[src/logic/sdmac_pkg.sv]
package sdmac_pkg;
    // ==========================================================
    // Register map
    localparam logic [11:0] SDMAC_DMA_SETUP_ADDR = 12'h0330;
    localparam logic [11:0] SDMAC_AREA_FILLED_ADDR = 12'h0334;
    localparam logic [31:0] SDMAC_RESET_VALUE = 32'h0000_0000;
    // ==========================================================
    // Field positions of dma_setup
    localparam int SDMAC_DIR_BIT = 0;
    localparam int SDMAC_RUN_BIT = 1;
    localparam int SDMAC_BURST_LSB = 2;
    localparam int SDMAC_BURST_MSB = 3;
    localparam int SDMAC_COUNT_LSB = 8;
    localparam int SDMAC_COUNT_MSB = 31;
    localparam int SDMAC_COUNT_W = 24;
    // ==========================================================
    // Field positions of descriptor_area_filled
    localparam int SDMAC_ASYNC_BIT = 0;
    localparam int SDMAC_INTR_BIT = 1;
    localparam int SDMAC_ISO_BIT = 2;
    localparam int SDMAC_AREAS = 3;
    // ==========================================================
    // Burst size selector codes and beat counts
    localparam logic [1:0] SDMAC_BURST_SINGLE = 2'h0;
    localparam logic [1:0] SDMAC_BURST_4 = 2'h1;
    localparam logic [1:0] SDMAC_BURST_8 = 2'h2;
    localparam logic [4:0] SDMAC_BEATS_1 = 5'h01;
    localparam logic [4:0] SDMAC_BEATS_4 = 5'h04;
    localparam logic [4:0] SDMAC_BEATS_8 = 5'h08;
    localparam logic [4:0] SDMAC_BEATS_16 = 5'h10;
    // Bytes per word for each bus width setting
    localparam logic [SDMAC_COUNT_W-1:0] SDMAC_BYTES_16 = 24'h00_0002;
    localparam logic [SDMAC_COUNT_W-1:0] SDMAC_BYTES_32 = 24'h00_0004;
    // Host-side command port of the far end
    localparam logic [3:0] SDMAC_CMD_SETUP = 4'h0;
    localparam logic [3:0] SDMAC_CMD_AREA = 4'h4;
    localparam logic [3:0] SDMAC_CMD_STATUS = 4'h8;
    localparam logic [3:0] SDMAC_CMD_RDATA = 4'hC;
    // Device engine states
    typedef enum logic [1:0] {
        SDMAC_IDLE = 2'b00,
        SDMAC_BURST = 2'b01,
        SDMAC_DONE = 2'b10
    } sdmac_state_e;
endpackage

[src/logic/sdmac_if.sv]
`timescale 1ns/1ps
// ==========================================================
// Register access and data stream between host side and device
interface sdmac_if;
    logic [11:0] addr;
    logic [31:0] wdata;
    logic wr;
    logic rd;
    logic [31:0] rdata;
    logic dreq;        // Device wants a burst
    logic [4:0] beats; // Words in a full burst, per the burst selector
    logic h2d_valid;
    logic h2d_ready;
    logic [31:0] h2d_data;
    logic d2h_valid;
    logic d2h_ready;
    logic [31:0] d2h_data;
    modport dev (input addr, wdata, wr, rd, h2d_valid, h2d_data, d2h_ready,
                 output rdata, dreq, beats, h2d_ready, d2h_valid, d2h_data);
    modport host (output addr, wdata, wr, rd, h2d_valid, h2d_data, d2h_ready,
                  input rdata, dreq, beats, h2d_ready, d2h_valid, d2h_data);
endinterface

[src/logic/sdmac_device.sv]
`timescale 1ns/1ps
module sdmac_device import sdmac_pkg::*; #(
    parameter int DEPTH = 2
) (
    input wire logic sys_clk_i,
    input wire logic arst_n_i,
    input wire logic clk_en_i,
    input wire logic bus_32_i,
    input wire logic [SDMAC_AREAS-1:0] hdr_valid_i,
    input wire logic [SDMAC_AREAS-1:0] hdr_skip_i,
    input wire logic ram_ready_i,
    input wire logic [31:0] ram_rdata_i,
    sdmac_if.dev bus,
    output logic [SDMAC_AREAS-1:0] walk_area_o,
    output logic ram_we_o,
    output logic [31:0] ram_wdata_o,
    output logic ram_re_o,
    output logic busy_o
);
    // ==========================================================
    // Registers
    logic [31:0] dma_setup;
    logic [SDMAC_AREAS-1:0] area_filled;
    logic [SDMAC_COUNT_W-1:0] remaining;
    logic [4:0] beat_left;
    sdmac_state_e state;
    logic [31:0] fifo_q [DEPTH];
    logic [$clog2(DEPTH):0] fifo_cnt;
    logic [$clog2(DEPTH)-1:0] rd_ptr;
    logic [$clog2(DEPTH)-1:0] wr_ptr;

    // Decode
    wire sel_setup = bus.addr == SDMAC_DMA_SETUP_ADDR;
    wire sel_area = bus.addr == SDMAC_AREA_FILLED_ADDR;
    wire run = dma_setup[SDMAC_RUN_BIT];
    wire dir_rd = dma_setup[SDMAC_DIR_BIT];
    wire [1:0] bsel = dma_setup[SDMAC_BURST_MSB:SDMAC_BURST_LSB];
    // Byte step per word follows the bus width setting
    wire [SDMAC_COUNT_W-1:0] step = bus_32_i ? SDMAC_BYTES_32 : SDMAC_BYTES_16;
    wire [4:0] blen = (bsel == SDMAC_BURST_SINGLE) ? SDMAC_BEATS_1 :
                      (bsel == SDMAC_BURST_4) ? SDMAC_BEATS_4 :
                      (bsel == SDMAC_BURST_8) ? SDMAC_BEATS_8 : SDMAC_BEATS_16;
    wire fifo_full = fifo_cnt == ($clog2(DEPTH)+1)'(DEPTH);
    wire fifo_empty = fifo_cnt == '0;
    // One shared buffer serves both directions; the source differs
    wire in_burst = state == SDMAC_BURST;
    wire push_w = in_burst && !dir_rd && bus.h2d_valid && !fifo_full;
    wire push_r = in_burst && dir_rd && ram_ready_i && !fifo_full;
    wire push = push_w || push_r;
    wire pop_w = !dir_rd && !fifo_empty;
    wire pop_r = dir_rd && !fifo_empty && bus.d2h_ready;
    wire pop = pop_w || pop_r;
    wire [31:0] push_data = dir_rd ? ram_rdata_i : bus.h2d_data;
    // Last word of burst or of whole count ends the burst
    wire last_word = (beat_left == 5'h01) || (remaining <= step);
    wire [SDMAC_COUNT_W-1:0] next_remaining = (remaining <= step) ? '0 : remaining - step;
    // Area walk only where flag is set and header usable
    wire [SDMAC_AREAS-1:0] next_walk = area_filled & hdr_valid_i & ~hdr_skip_i;

    assign bus.h2d_ready = in_burst && !dir_rd && !fifo_full;
    assign bus.d2h_valid = dir_rd && !fifo_empty;
    assign bus.d2h_data = fifo_q[rd_ptr];
    assign bus.dreq = state == SDMAC_IDLE && run && remaining != '0;
    assign bus.beats = blen;

    // ==========================================================
    // Register writes; software clear of run terminates at once
    always_ff @(posedge sys_clk_i or negedge arst_n_i) begin
        if (!arst_n_i) begin
            dma_setup <= SDMAC_RESET_VALUE;
            area_filled <= '0;
        end else if (clk_en_i) begin
            if (bus.wr && sel_setup) begin
                dma_setup <= bus.wdata;
            end else if (bus.wr && sel_area) begin
                area_filled <= bus.wdata[SDMAC_ISO_BIT:SDMAC_ASYNC_BIT];
            end
        end
    end

    // Read data one cycle after strobe; unmapped reads zero
    always_ff @(posedge sys_clk_i or negedge arst_n_i) begin
        if (!arst_n_i) begin
            bus.rdata <= '0;
        end else if (clk_en_i) begin
            if (bus.rd && sel_setup) begin
                bus.rdata <= {remaining, dma_setup[SDMAC_COUNT_LSB-1:0]};
            end else if (bus.rd && sel_area) begin
                bus.rdata <= {{(32-SDMAC_AREAS){1'b0}}, area_filled};
            end else begin
                bus.rdata <= '0;
            end
        end
    end

    // ==========================================================
    // Burst engine; count reloads on each write of the setup word
    always_ff @(posedge sys_clk_i or negedge arst_n_i) begin
        if (!arst_n_i) begin
            state <= SDMAC_IDLE;
            remaining <= '0;
            beat_left <= '0;
        end else if (clk_en_i) begin
            if (bus.wr && sel_setup) begin
                remaining <= bus.wdata[SDMAC_COUNT_MSB:SDMAC_COUNT_LSB];
                state <= SDMAC_IDLE;
            end else if (!run) begin
                state <= SDMAC_IDLE;
            end else begin
                case (state)
                    SDMAC_IDLE: begin
                        if (remaining != '0) begin
                            state <= SDMAC_BURST;
                            beat_left <= blen;
                        end else begin
                            state <= SDMAC_DONE;
                        end
                    end
                    SDMAC_BURST: begin
                        if (push) begin
                            remaining <= next_remaining;
                            beat_left <= beat_left - 5'h01;
                            if (last_word) begin
                                state <= SDMAC_IDLE;
                            end
                        end
                    end
                    default: begin
                        state <= SDMAC_DONE;
                    end
                endcase
            end
        end
    end

    // ==========================================================
    // Two-entry buffer; a stalled consumer holds back the source
    always_ff @(posedge sys_clk_i or negedge arst_n_i) begin
        if (!arst_n_i) begin
            fifo_cnt <= '0;
            rd_ptr <= '0;
            wr_ptr <= '0;
        end else if (clk_en_i) begin
            if (push) begin
                wr_ptr <= wr_ptr + 1'b1;
            end
            if (pop) begin
                rd_ptr <= rd_ptr + 1'b1;
            end
            fifo_cnt <= fifo_cnt + (push ? 1'b1 : 1'b0) - (pop ? 1'b1 : 1'b0);
        end
    end

    always_ff @(posedge sys_clk_i) begin
        if (clk_en_i && push) begin
            fifo_q[wr_ptr] <= push_data;
        end
    end

    // Registered side outputs
    always_ff @(posedge sys_clk_i or negedge arst_n_i) begin
        if (!arst_n_i) begin
            walk_area_o <= '0;
            ram_we_o <= 1'b0;
            ram_wdata_o <= '0;
            ram_re_o <= 1'b0;
            busy_o <= 1'b0;
        end else if (clk_en_i) begin
            walk_area_o <= next_walk;
            ram_we_o <= pop_w;
            ram_wdata_o <= fifo_q[rd_ptr];
            ram_re_o <= push_r;
            busy_o <= in_burst;
        end
    end
endmodule

[src/flat_wrapper.sv]
// flat-port wrapper written by rule: the top's interface ports become plain ports
module sdmac_device_flat import sdmac_pkg::*;
#(
    parameter int DEPTH = 2
)
  (sys_clk_i, arst_n_i, clk_en_i, bus_32_i, hdr_valid_i, hdr_skip_i, ram_ready_i, ram_rdata_i, walk_area_o, ram_we_o, ram_wdata_o, ram_re_o, busy_o, bus_addr, bus_wdata, bus_wr, bus_rd, bus_h2d_valid, bus_h2d_data, bus_d2h_ready, bus_rdata, bus_dreq, bus_beats, bus_h2d_ready, bus_d2h_valid, bus_d2h_data);
  sdmac_if bus_i ();
  input wire logic sys_clk_i;
  input wire logic arst_n_i;
  input wire logic clk_en_i;
  input wire logic bus_32_i;
  input wire logic [SDMAC_AREAS-1:0] hdr_valid_i;
  input wire logic [SDMAC_AREAS-1:0] hdr_skip_i;
  input wire logic ram_ready_i;
  input wire logic [31:0] ram_rdata_i;
  output logic [SDMAC_AREAS-1:0] walk_area_o;
  output logic ram_we_o;
  output logic [31:0] ram_wdata_o;
  output logic ram_re_o;
  output logic busy_o;
  input wire logic [$bits(bus_i.addr)-1:0] bus_addr;
  input wire logic [$bits(bus_i.wdata)-1:0] bus_wdata;
  input wire logic [$bits(bus_i.wr)-1:0] bus_wr;
  input wire logic [$bits(bus_i.rd)-1:0] bus_rd;
  input wire logic [$bits(bus_i.h2d_valid)-1:0] bus_h2d_valid;
  input wire logic [$bits(bus_i.h2d_data)-1:0] bus_h2d_data;
  input wire logic [$bits(bus_i.d2h_ready)-1:0] bus_d2h_ready;
  output wire logic [$bits(bus_i.rdata)-1:0] bus_rdata;
  output wire logic [$bits(bus_i.dreq)-1:0] bus_dreq;
  output wire logic [$bits(bus_i.beats)-1:0] bus_beats;
  output wire logic [$bits(bus_i.h2d_ready)-1:0] bus_h2d_ready;
  output wire logic [$bits(bus_i.d2h_valid)-1:0] bus_d2h_valid;
  output wire logic [$bits(bus_i.d2h_data)-1:0] bus_d2h_data;
  assign bus_i.addr = bus_addr;
  assign bus_i.wdata = bus_wdata;
  assign bus_i.wr = bus_wr;
  assign bus_i.rd = bus_rd;
  assign bus_i.h2d_valid = bus_h2d_valid;
  assign bus_i.h2d_data = bus_h2d_data;
  assign bus_i.d2h_ready = bus_d2h_ready;
  assign bus_rdata = bus_i.rdata;
  assign bus_dreq = bus_i.dreq;
  assign bus_beats = bus_i.beats;
  assign bus_h2d_ready = bus_i.h2d_ready;
  assign bus_d2h_valid = bus_i.d2h_valid;
  assign bus_d2h_data = bus_i.d2h_data;
  sdmac_device #(.DEPTH(DEPTH)) u_core (.sys_clk_i(sys_clk_i), .arst_n_i(arst_n_i), .clk_en_i(clk_en_i), .bus_32_i(bus_32_i), .hdr_valid_i(hdr_valid_i), .hdr_skip_i(hdr_skip_i), .ram_ready_i(ram_ready_i), .ram_rdata_i(ram_rdata_i), .bus(bus_i), .walk_area_o(walk_area_o), .ram_we_o(ram_we_o), .ram_wdata_o(ram_wdata_o), .ram_re_o(ram_re_o), .busy_o(busy_o));
endmodule
[config.mk]
export PLATFORM = sky130hd
export DESIGN_NAME = sdmac_device_flat
export DESIGN_NICKNAME = d
export VERILOG_FILES = /design/src/logic/sdmac_pkg.sv /design/src/logic/sdmac_if.sv /design/src/logic/sdmac_device.sv /design/src/flat_wrapper.sv
export SDC_FILE = /design/constraint.sdc
export NUM_CORES = 1
export LEC_CHECK = 0
export ABC_CLOCK_PERIOD_IN_PS = 3300
export BUFFER_PORTS_ARGS = -buffer_cell sky130_fd_sc_hd__buf_2
export CAP_MARGIN = 25
export CORE_MARGIN = 5
export CORE_UTILIZATION = 49
export CTS_BUF_LIST = sky130_fd_sc_hd__clkbuf_2
export DETAILED_ROUTE_END_ITERATION = 7
export PLACE_DENSITY = 0.87
export SYNTH_ARGS = -nofsm -noshare
export SYNTH_HDL_FRONTEND = slang
export SYNTH_SLANG_ARGS = --single-unit
[constraint.sdc]
create_clock -name sys_clk_i -period 3.3 [get_ports sys_clk_i]
set_clock_uncertainty 0.2 [all_clocks]
set_input_delay 0.33 -clock sys_clk_i [delete_from_list [all_inputs] [get_ports sys_clk_i]]
set_output_delay 0.33 -clock sys_clk_i [all_outputs]
set_load 0.005 [all_outputs]
* Yosys cells after proc, flatten, opt, wreduce, memory -nomap -nowiden
Memory sizes are Yosys's and may differ from the RTL's.
Index checks and enable logic that the tools add are counted.
** Word-level totals
- Memory bits (writable) :: 64
- Bits in registers :: 116
- Output and inout bits :: 110
- Memories :: 1
- Input bits :: 123
** Cells by class
- Mux-type cells :: 25
- Add/sub/neg operators :: 6
- Bitwise logic cells :: 4
- Reduce and logical (&&, ||, !) cells :: 38
- Equal/unequal tests :: 11
- Order comparisons :: 1
** Memories
- u_core.fifo_q :: depth 2, bits a word 32, rd ports 1, clocked after memory_dff 0, write ports 1, RTL line sdmac_device.sv:27 : logic [31:0] fifo_q [DEPTH];
** Operators with widths (number)
- 24-bit two-way mux :: 5
- 32-bit two-way mux :: 2
- 5-bit two-way mux :: 5
- 12-bit by 10-bit == test with 1-bit output, second input constant :: 2
- 24-bit <= comparator :: 1
- 24-bit nonzero test :: 1
- 24-bit subtractor :: 1
- 1-bit logical AND :: 17
- 2-bit two-way mux :: 5
- 5-bit one-hot mux with 2 select lines :: 1
- 4-bit inequality test, second input constant :: 2
- 2-bit nonzero test :: 4
- 3-bit AND :: 2
- 2-bit logical NOT :: 3
- 3-bit two-way mux :: 2
- 2-bit AND reduction :: 3
- 3-bit AND reduction :: 2
- 6-bit AND reduction :: 1
- 5-bit by 1-bit == test with 1-bit output, second input constant :: 1
- 5-bit by 1-bit subtractor with 5-bit output, second input constant :: 1
- 2-bit by 1-bit == test with 1-bit output, second input constant :: 2
- 2-bit == test, second input constant :: 2
- 1-bit two-way mux :: 4
- 2-bit inequality test, second input constant :: 2
- 9 further kinds :: 14

* Longest topological paths before layout
- Depth in word-level cells :: 9
- Gate-level depth with buffers :: 10

* Worst setup path before layout
Ideal clock, no wire load.
- Path kind :: reg2reg
- From :: register u_core.state[1]
- To :: memory u_core.fifo_q[0][0], enable pin
- Stages on the path, launching flop included :: 6
- Data required time :: 2679 ps
- Arrival time :: 2569 ps
- Buffers on the path :: 0
- Slack :: 110 ps
- Setup time :: 421 ps
- Cells stage by stage :: dfrtp_1 -> nand2b_2 -> or3_1 -> inv_1 -> nand2_1 -> nor2_1
** Between the ends
- Cells in the longest elaborated chain, start to end :: 8
** Ends and longest elaborated chain
- from (decl) :: RTL line sdmac_device.sv:26 : sdmac_state_e state;
- from (signal assigned) :: RTL line sdmac_device.sv:100 : state <= SDMAC_IDLE;
- from (signal assigned) :: RTL line sdmac_device.sv:106 : state <= SDMAC_IDLE;
- from (signal assigned) :: RTL line sdmac_device.sv:108 : state <= SDMAC_IDLE;
- 2-bit by 1-bit == test with 1-bit output (*) :: RTL line sdmac_device.sv:46 : wire in_burst = state == SDMAC_BURST;
- 1-bit logical AND (on tied branches) (3 in a row) :: RTL line sdmac_device.sv:47, sdmac_device.sv:48
- 1-bit logical OR (*) :: RTL line sdmac_device.sv:49 : wire push = push_w || push_r;
- 1-bit logical AND (*) :: RTL line sdmac_device.sv:155 : if (clk_en_i && push) begin
- 1-bit two-way mux (*) :: RTL line sdmac_device.sv:155
- 1-bit two-way mux (implied by the code) (*) :: RTL line sdmac_device.sv:156 : fifo_q[wr_ptr] <= push_data;
- to (decl) :: RTL line sdmac_device.sv:27
Mark *: on every way between the ends. The rest lies on a longest branch, timed or not.

* Final worst setup path
- From :: register u_core.remaining[3]
- To :: register u_core.remaining[20]
** Between the ends
- Cells in the longest elaborated chain, start to end :: 6
** Ends and longest elaborated chain
- from (decl) :: RTL line sdmac_device.sv:24 : logic [SDMAC_COUNT_W-1:0] remaining;
- from (signal assigned) :: RTL line sdmac_device.sv:105 : remaining <= bus.wdata[SDMAC_COUNT_MSB:SDMAC_COUNT_LSB];
- from (signal assigned) :: RTL line sdmac_device.sv:121 : remaining <= next_remaining;
- 24-bit subtractor or 24-bit <= comparator (tied branches) :: RTL line sdmac_device.sv:56 : wire [SDMAC_COUNT_W-1:0] next_remaining = (remaining <= step) ? '0 : remaining - step;
- 24-bit two-way mux (*) :: RTL line sdmac_device.sv:56
- 24-bit two-way mux (*) :: RTL line sdmac_device.sv:120 : if (push) begin
- 24-bit two-way mux (*) :: RTL line sdmac_device.sv:110 : case (state)
- 24-bit two-way mux (*) :: RTL line sdmac_device.sv:107 : end else if (!run) begin
- 24-bit two-way mux (*) :: RTL line sdmac_device.sv:104 : if (bus.wr && sel_setup) begin
Mark *: on every way between the ends. The rest lies on a longest branch, timed or not. The select of a mux whose other input is x is not followed.
A chain may end at the register's enable or synchronous reset.

==> flow_summary.toml <==
[sta]
fin_crit_sh_pct = 95.4
fin_crit_ns = 3.15
tightest_slew_ns = 0.701
tns_ns = 0
slew_headroom_pct = 53.2
setup_violations = 0
slew_violations = 0
rsz0062_at_grt = "no"
max_freq_ghz = 0.318
fin_ws_ns = 0.152
hold_viol = 0

[floorplan]
dieArea_sq_mm = 0.0193
io_pins = 233
die_y_um = 139
core-area_sq_mm = 0.0164
start_util_pct = 49.6
die_w_um = 139
fp-row-count = 47

[pwr]
p_leak_nw = 4.99
p_clk_share_pct = 24.9
switching_share_pct = 31.2
p_int_mw = 3.27
combPwrFrac_pct = 22.3
powerDensity_mw_per_mm2 = 424
peakVddDrop_v = 0.000291
switching_power_mw = 1.48
seqPwrFrac_pct = 52.8

[finish]
layout-drive-gt1-share_pct = 34.1
nFillCells = 1112
final-seq-area_sq_mm = 0.00483
layout.nets = 1195
multi_input_area_sq_mm = 0.00310
final_area_sq_mm = 0.0112
final_util_pct = 68.3
area_delta_synth_final_pct = 37.8

[critical_path]
crit_arrival_ns = 3.63
start_kind = "register"
r2r_slack_ns = 0.15
critPathRequiredTime_ns = 3.78
cp_common_cell = "or3_1"
path_cells = "or3_1, or3_1, nor3_2, nor3b_1, o22a_1, a21oi_1, dlygate4sd3_1"
cp_slowest_cell = "dlygate4sd3_1"
max_stage_delay_ns = 0.55
worst-setup-path-type = "reg2reg"
endpoint_kind = "register"
path_buf_inv = 1
critPathMaxFanout = 8
cp_top_family = "simple AND/OR/NAND/NOR gates"

[routing]
drt_wl_total_mm = 27.1
ant_nets = 0
via_per_inst = 5.64
wire_per_inst_um = 20.8
met2_length_mm = 13.4
wl_met3_mm = 2.49
drcViolationCount = 0
firstDrtPassIters = 5
drt_iter0_markers = 656
highest_layer = "met4"
num_vias = 7332
m1WireLength_mm = 10.2

[clock_network]
insertion_delay_ns = 0.77
clkTransAtPathRegs_ns = 0.30
post_cts_buffers = 0
h-tree-depth = 4
cts-root-buf = "clkbuf_2"
cts_max_path_buffers = 2
clock_sinks = 180
cts-buffers-inserted = 17
tritoncts = "built"

[yosys]
ys_seq_area_share_pct = 59.3
yosysUniqueCellTypes = 63
synth_nets = 832
ys_dominant_reg_cell = "dfrtp_1"
synth-seq-cells = 180
synth_area_sq_mm = 0.00813
synth_edf_count = 64
yosysWarnings = 0
synth_cells = 702
async_reset_ff_share_pct = 64.4
synth.avg_cell_area_sq_um = 11.6

[grt]
grt_overflow_total = 0
grt_pass1_wl_mm = 42.1
grt.total_usage_pct = 27.7
antenna_found_initial = 1
grt_pass1_vias = 7665
grt_max_degree = 54

[placement]
place.port_buffers = 231
placed_area_sq_mm = 0.00954
hpwlAfterDp_mm = 16.5
pre_cts_slack_ns = 0.468
gp_congestion = 0.905

[worst_hold_path]
hold_path_class = "in2reg"

[job]
cap_violations = 0

[outcome]
status = "finished, final reports clean"
==> what timing repair did <==
item                                    in CTS  in global routing
resized for setup                            0                  4
hold buffers                               139                  0
hold endpoints to repair                   277                  0
endpoints found under the setup margin       0                  8
==> metal layers <==
layer / vias up / GRT usage (%)
met3: 87 / 8.00
met4: 0 / 10.9
met5: - / 0
met1: 3549 / 33.2
met2: 459 / 47.3
li1: 3237 / -
==> power groups by stage <==
stage | registers [mW] | logic, mW | clock network, mW
after floorplan | 2.54 | 0.477 | 0
after global placement | 2.53 | 0.884 | 0
after detailed placement | 2.54 | 0.907 | 0
after CTS | 2.50 | 1.01 | 1.20
after global routing | 2.52 | 1.15 | 1.28
final | 2.51 | 1.06 | 1.18
==> worst reg2reg max path: stages (launching register included) <==
cell and delay [ns]:
dfrtp_1 0.54, or3_1 0.47, or3_1 0.47, nor3_2 0.29, nor3b_1 0.30, o22a_1 0.17
a21oi_1 0.05, dlygate4sd3_1 0.55
==> final timing paths <==
kind | start | endpoint | cells past startpoint
hold reg to reg | u_core.dma_setup[4] | u_core.dma_setup[4] | 2
hold / removal | bus_addr[8] | u_core.remaining[22] | 6
setup reg to reg | u_core.remaining[3] | u_core.remaining[20] | 7
min in group asynchronous | arst_n_i | u_core.bus.rdata[30] | 4
setup / recovery | u_core.remaining[3] | u_core.remaining[20] | 7
max in group asynchronous | arst_n_i | u_core.remaining[6] | 4
==> area by class of cell <==
| cell class | count | share of cell area [%] |
|---|---|---|
| flip-flops and latches | 180 | 43.0 |
| multi-input cells | 464 | 27.6 |
| repair buffers | 383 | 24.0 |
| well taps | 220 | 2.46 |
| clock inverters | 15 | 1.46 |
| clock buffers | 17 | 0.759 |
| inverters | 19 | 0.636 |
| diodes | 1 | 0.0223 |
==> kinds of logic after synthesis <==
group           after synthesis  synth area share (%)
fa+ha+maj                     7                  1.17
other cells                   1                0.0461
mux                          74                  10.2
compound gates              110                  9.86
simple gates                266                  15.8
xor+xnor                      6                 0.646
buf+inv                      58                  3.00
flops                       180                  59.3
==> through the flow <==
step | cells | power [mW] | hold WS (ns)
2_1_floorplan | 702 | 3.02 | -0.166
3_3_place_gp | 1127 | 3.42 | 0.240
3_5_place_dp | 1127 | 3.44 | 0.239
4_1_cts | 1298 | 4.71 | 0.00605
5_1_grt | 1299 | 4.95 | 0.0299
6_report | 1299 | 4.75 | 0.0781
==> synthesized netlist by cell type (12+ instances only) <==
library cell  number  area (sq um)
dfrtp_1          116          2900
inv_1             19          71.3
nand3_1           14          70.1
nand2_1           49           184
edfxtp_1          64          1920
a22o_1            30           263
nor3_1            16          80.1
mux2_2            68           766
nor2_1           128           480
clkbuf_1          22          82.6
a21oi_1           12          60.1
o21ai_0           22           110
==> state kept, by name (all words and copies together) (netlist names), 2 cells and up <==
register / flops
u_core.state: 2
u_core.fifo_cnt: 2
u_core.ram_wdata_o: 32
u_core.fifo_q: 64
u_core.bus.rdata: 32
u_core.remaining: 24
u_core.beat_left: 5
u_core.area_filled: 3
u_core.walk_area_o: 3
u_core.dma_setup: 8
==> placed cells by master, fill, tap and decap left out, types with 3 or more instances in the layout <==
| cell | Yosys | layout |
|---|---|---|
| buf_2 | 6 | 230 |
| dlygate4sd3_1 | 0 | 138 |
| nor2_1 | 128 | 125 |
| dfrtp_1 | 116 | 115 |
| mux2_2 | 68 | 68 |
| edfxtp_1 | 64 | 64 |
| nand2_1 | 49 | 49 |
| a22o_1 | 30 | 30 |
| o21ai_0 | 22 | 22 |
| inv_1 | 19 | 18 |
| clkbuf_2 | 0 | 17 |
| nor3_1 | 16 | 15 |
| nand3_1 | 14 | 14 |
| a21oi_1 | 12 | 12 |
| buf_4 | 3 | 12 |
| a22oi_1 | 9 | 9 |
| or3_1 | 8 | 8 |
| mux2i_1 | 6 | 6 |
| nor4_1 | 8 | 6 |
| ha_1 | 6 | 6 |
| inv_8 | 0 | 6 |
| nor2b_1 | 5 | 5 |
| nand4_1 | 5 | 5 |
| a31oi_1 | 5 | 5 |
| o2bb2ai_1 | 5 | 5 |
| nand2b_1 | 4 | 4 |
| nand4b_1 | 4 | 4 |
| a32o_1 | 4 | 4 |
| o22a_1 | 4 | 4 |
| nor3_2 | 2 | 3 |
| nor4_2 | 1 | 3 |
| o22ai_1 | 3 | 3 |
| nor2_2 | 1 | 3 |
| xnor2_1 | 3 | 3 |
| xor2_1 | 3 | 3 |
(Power assumes the default switching activity.)
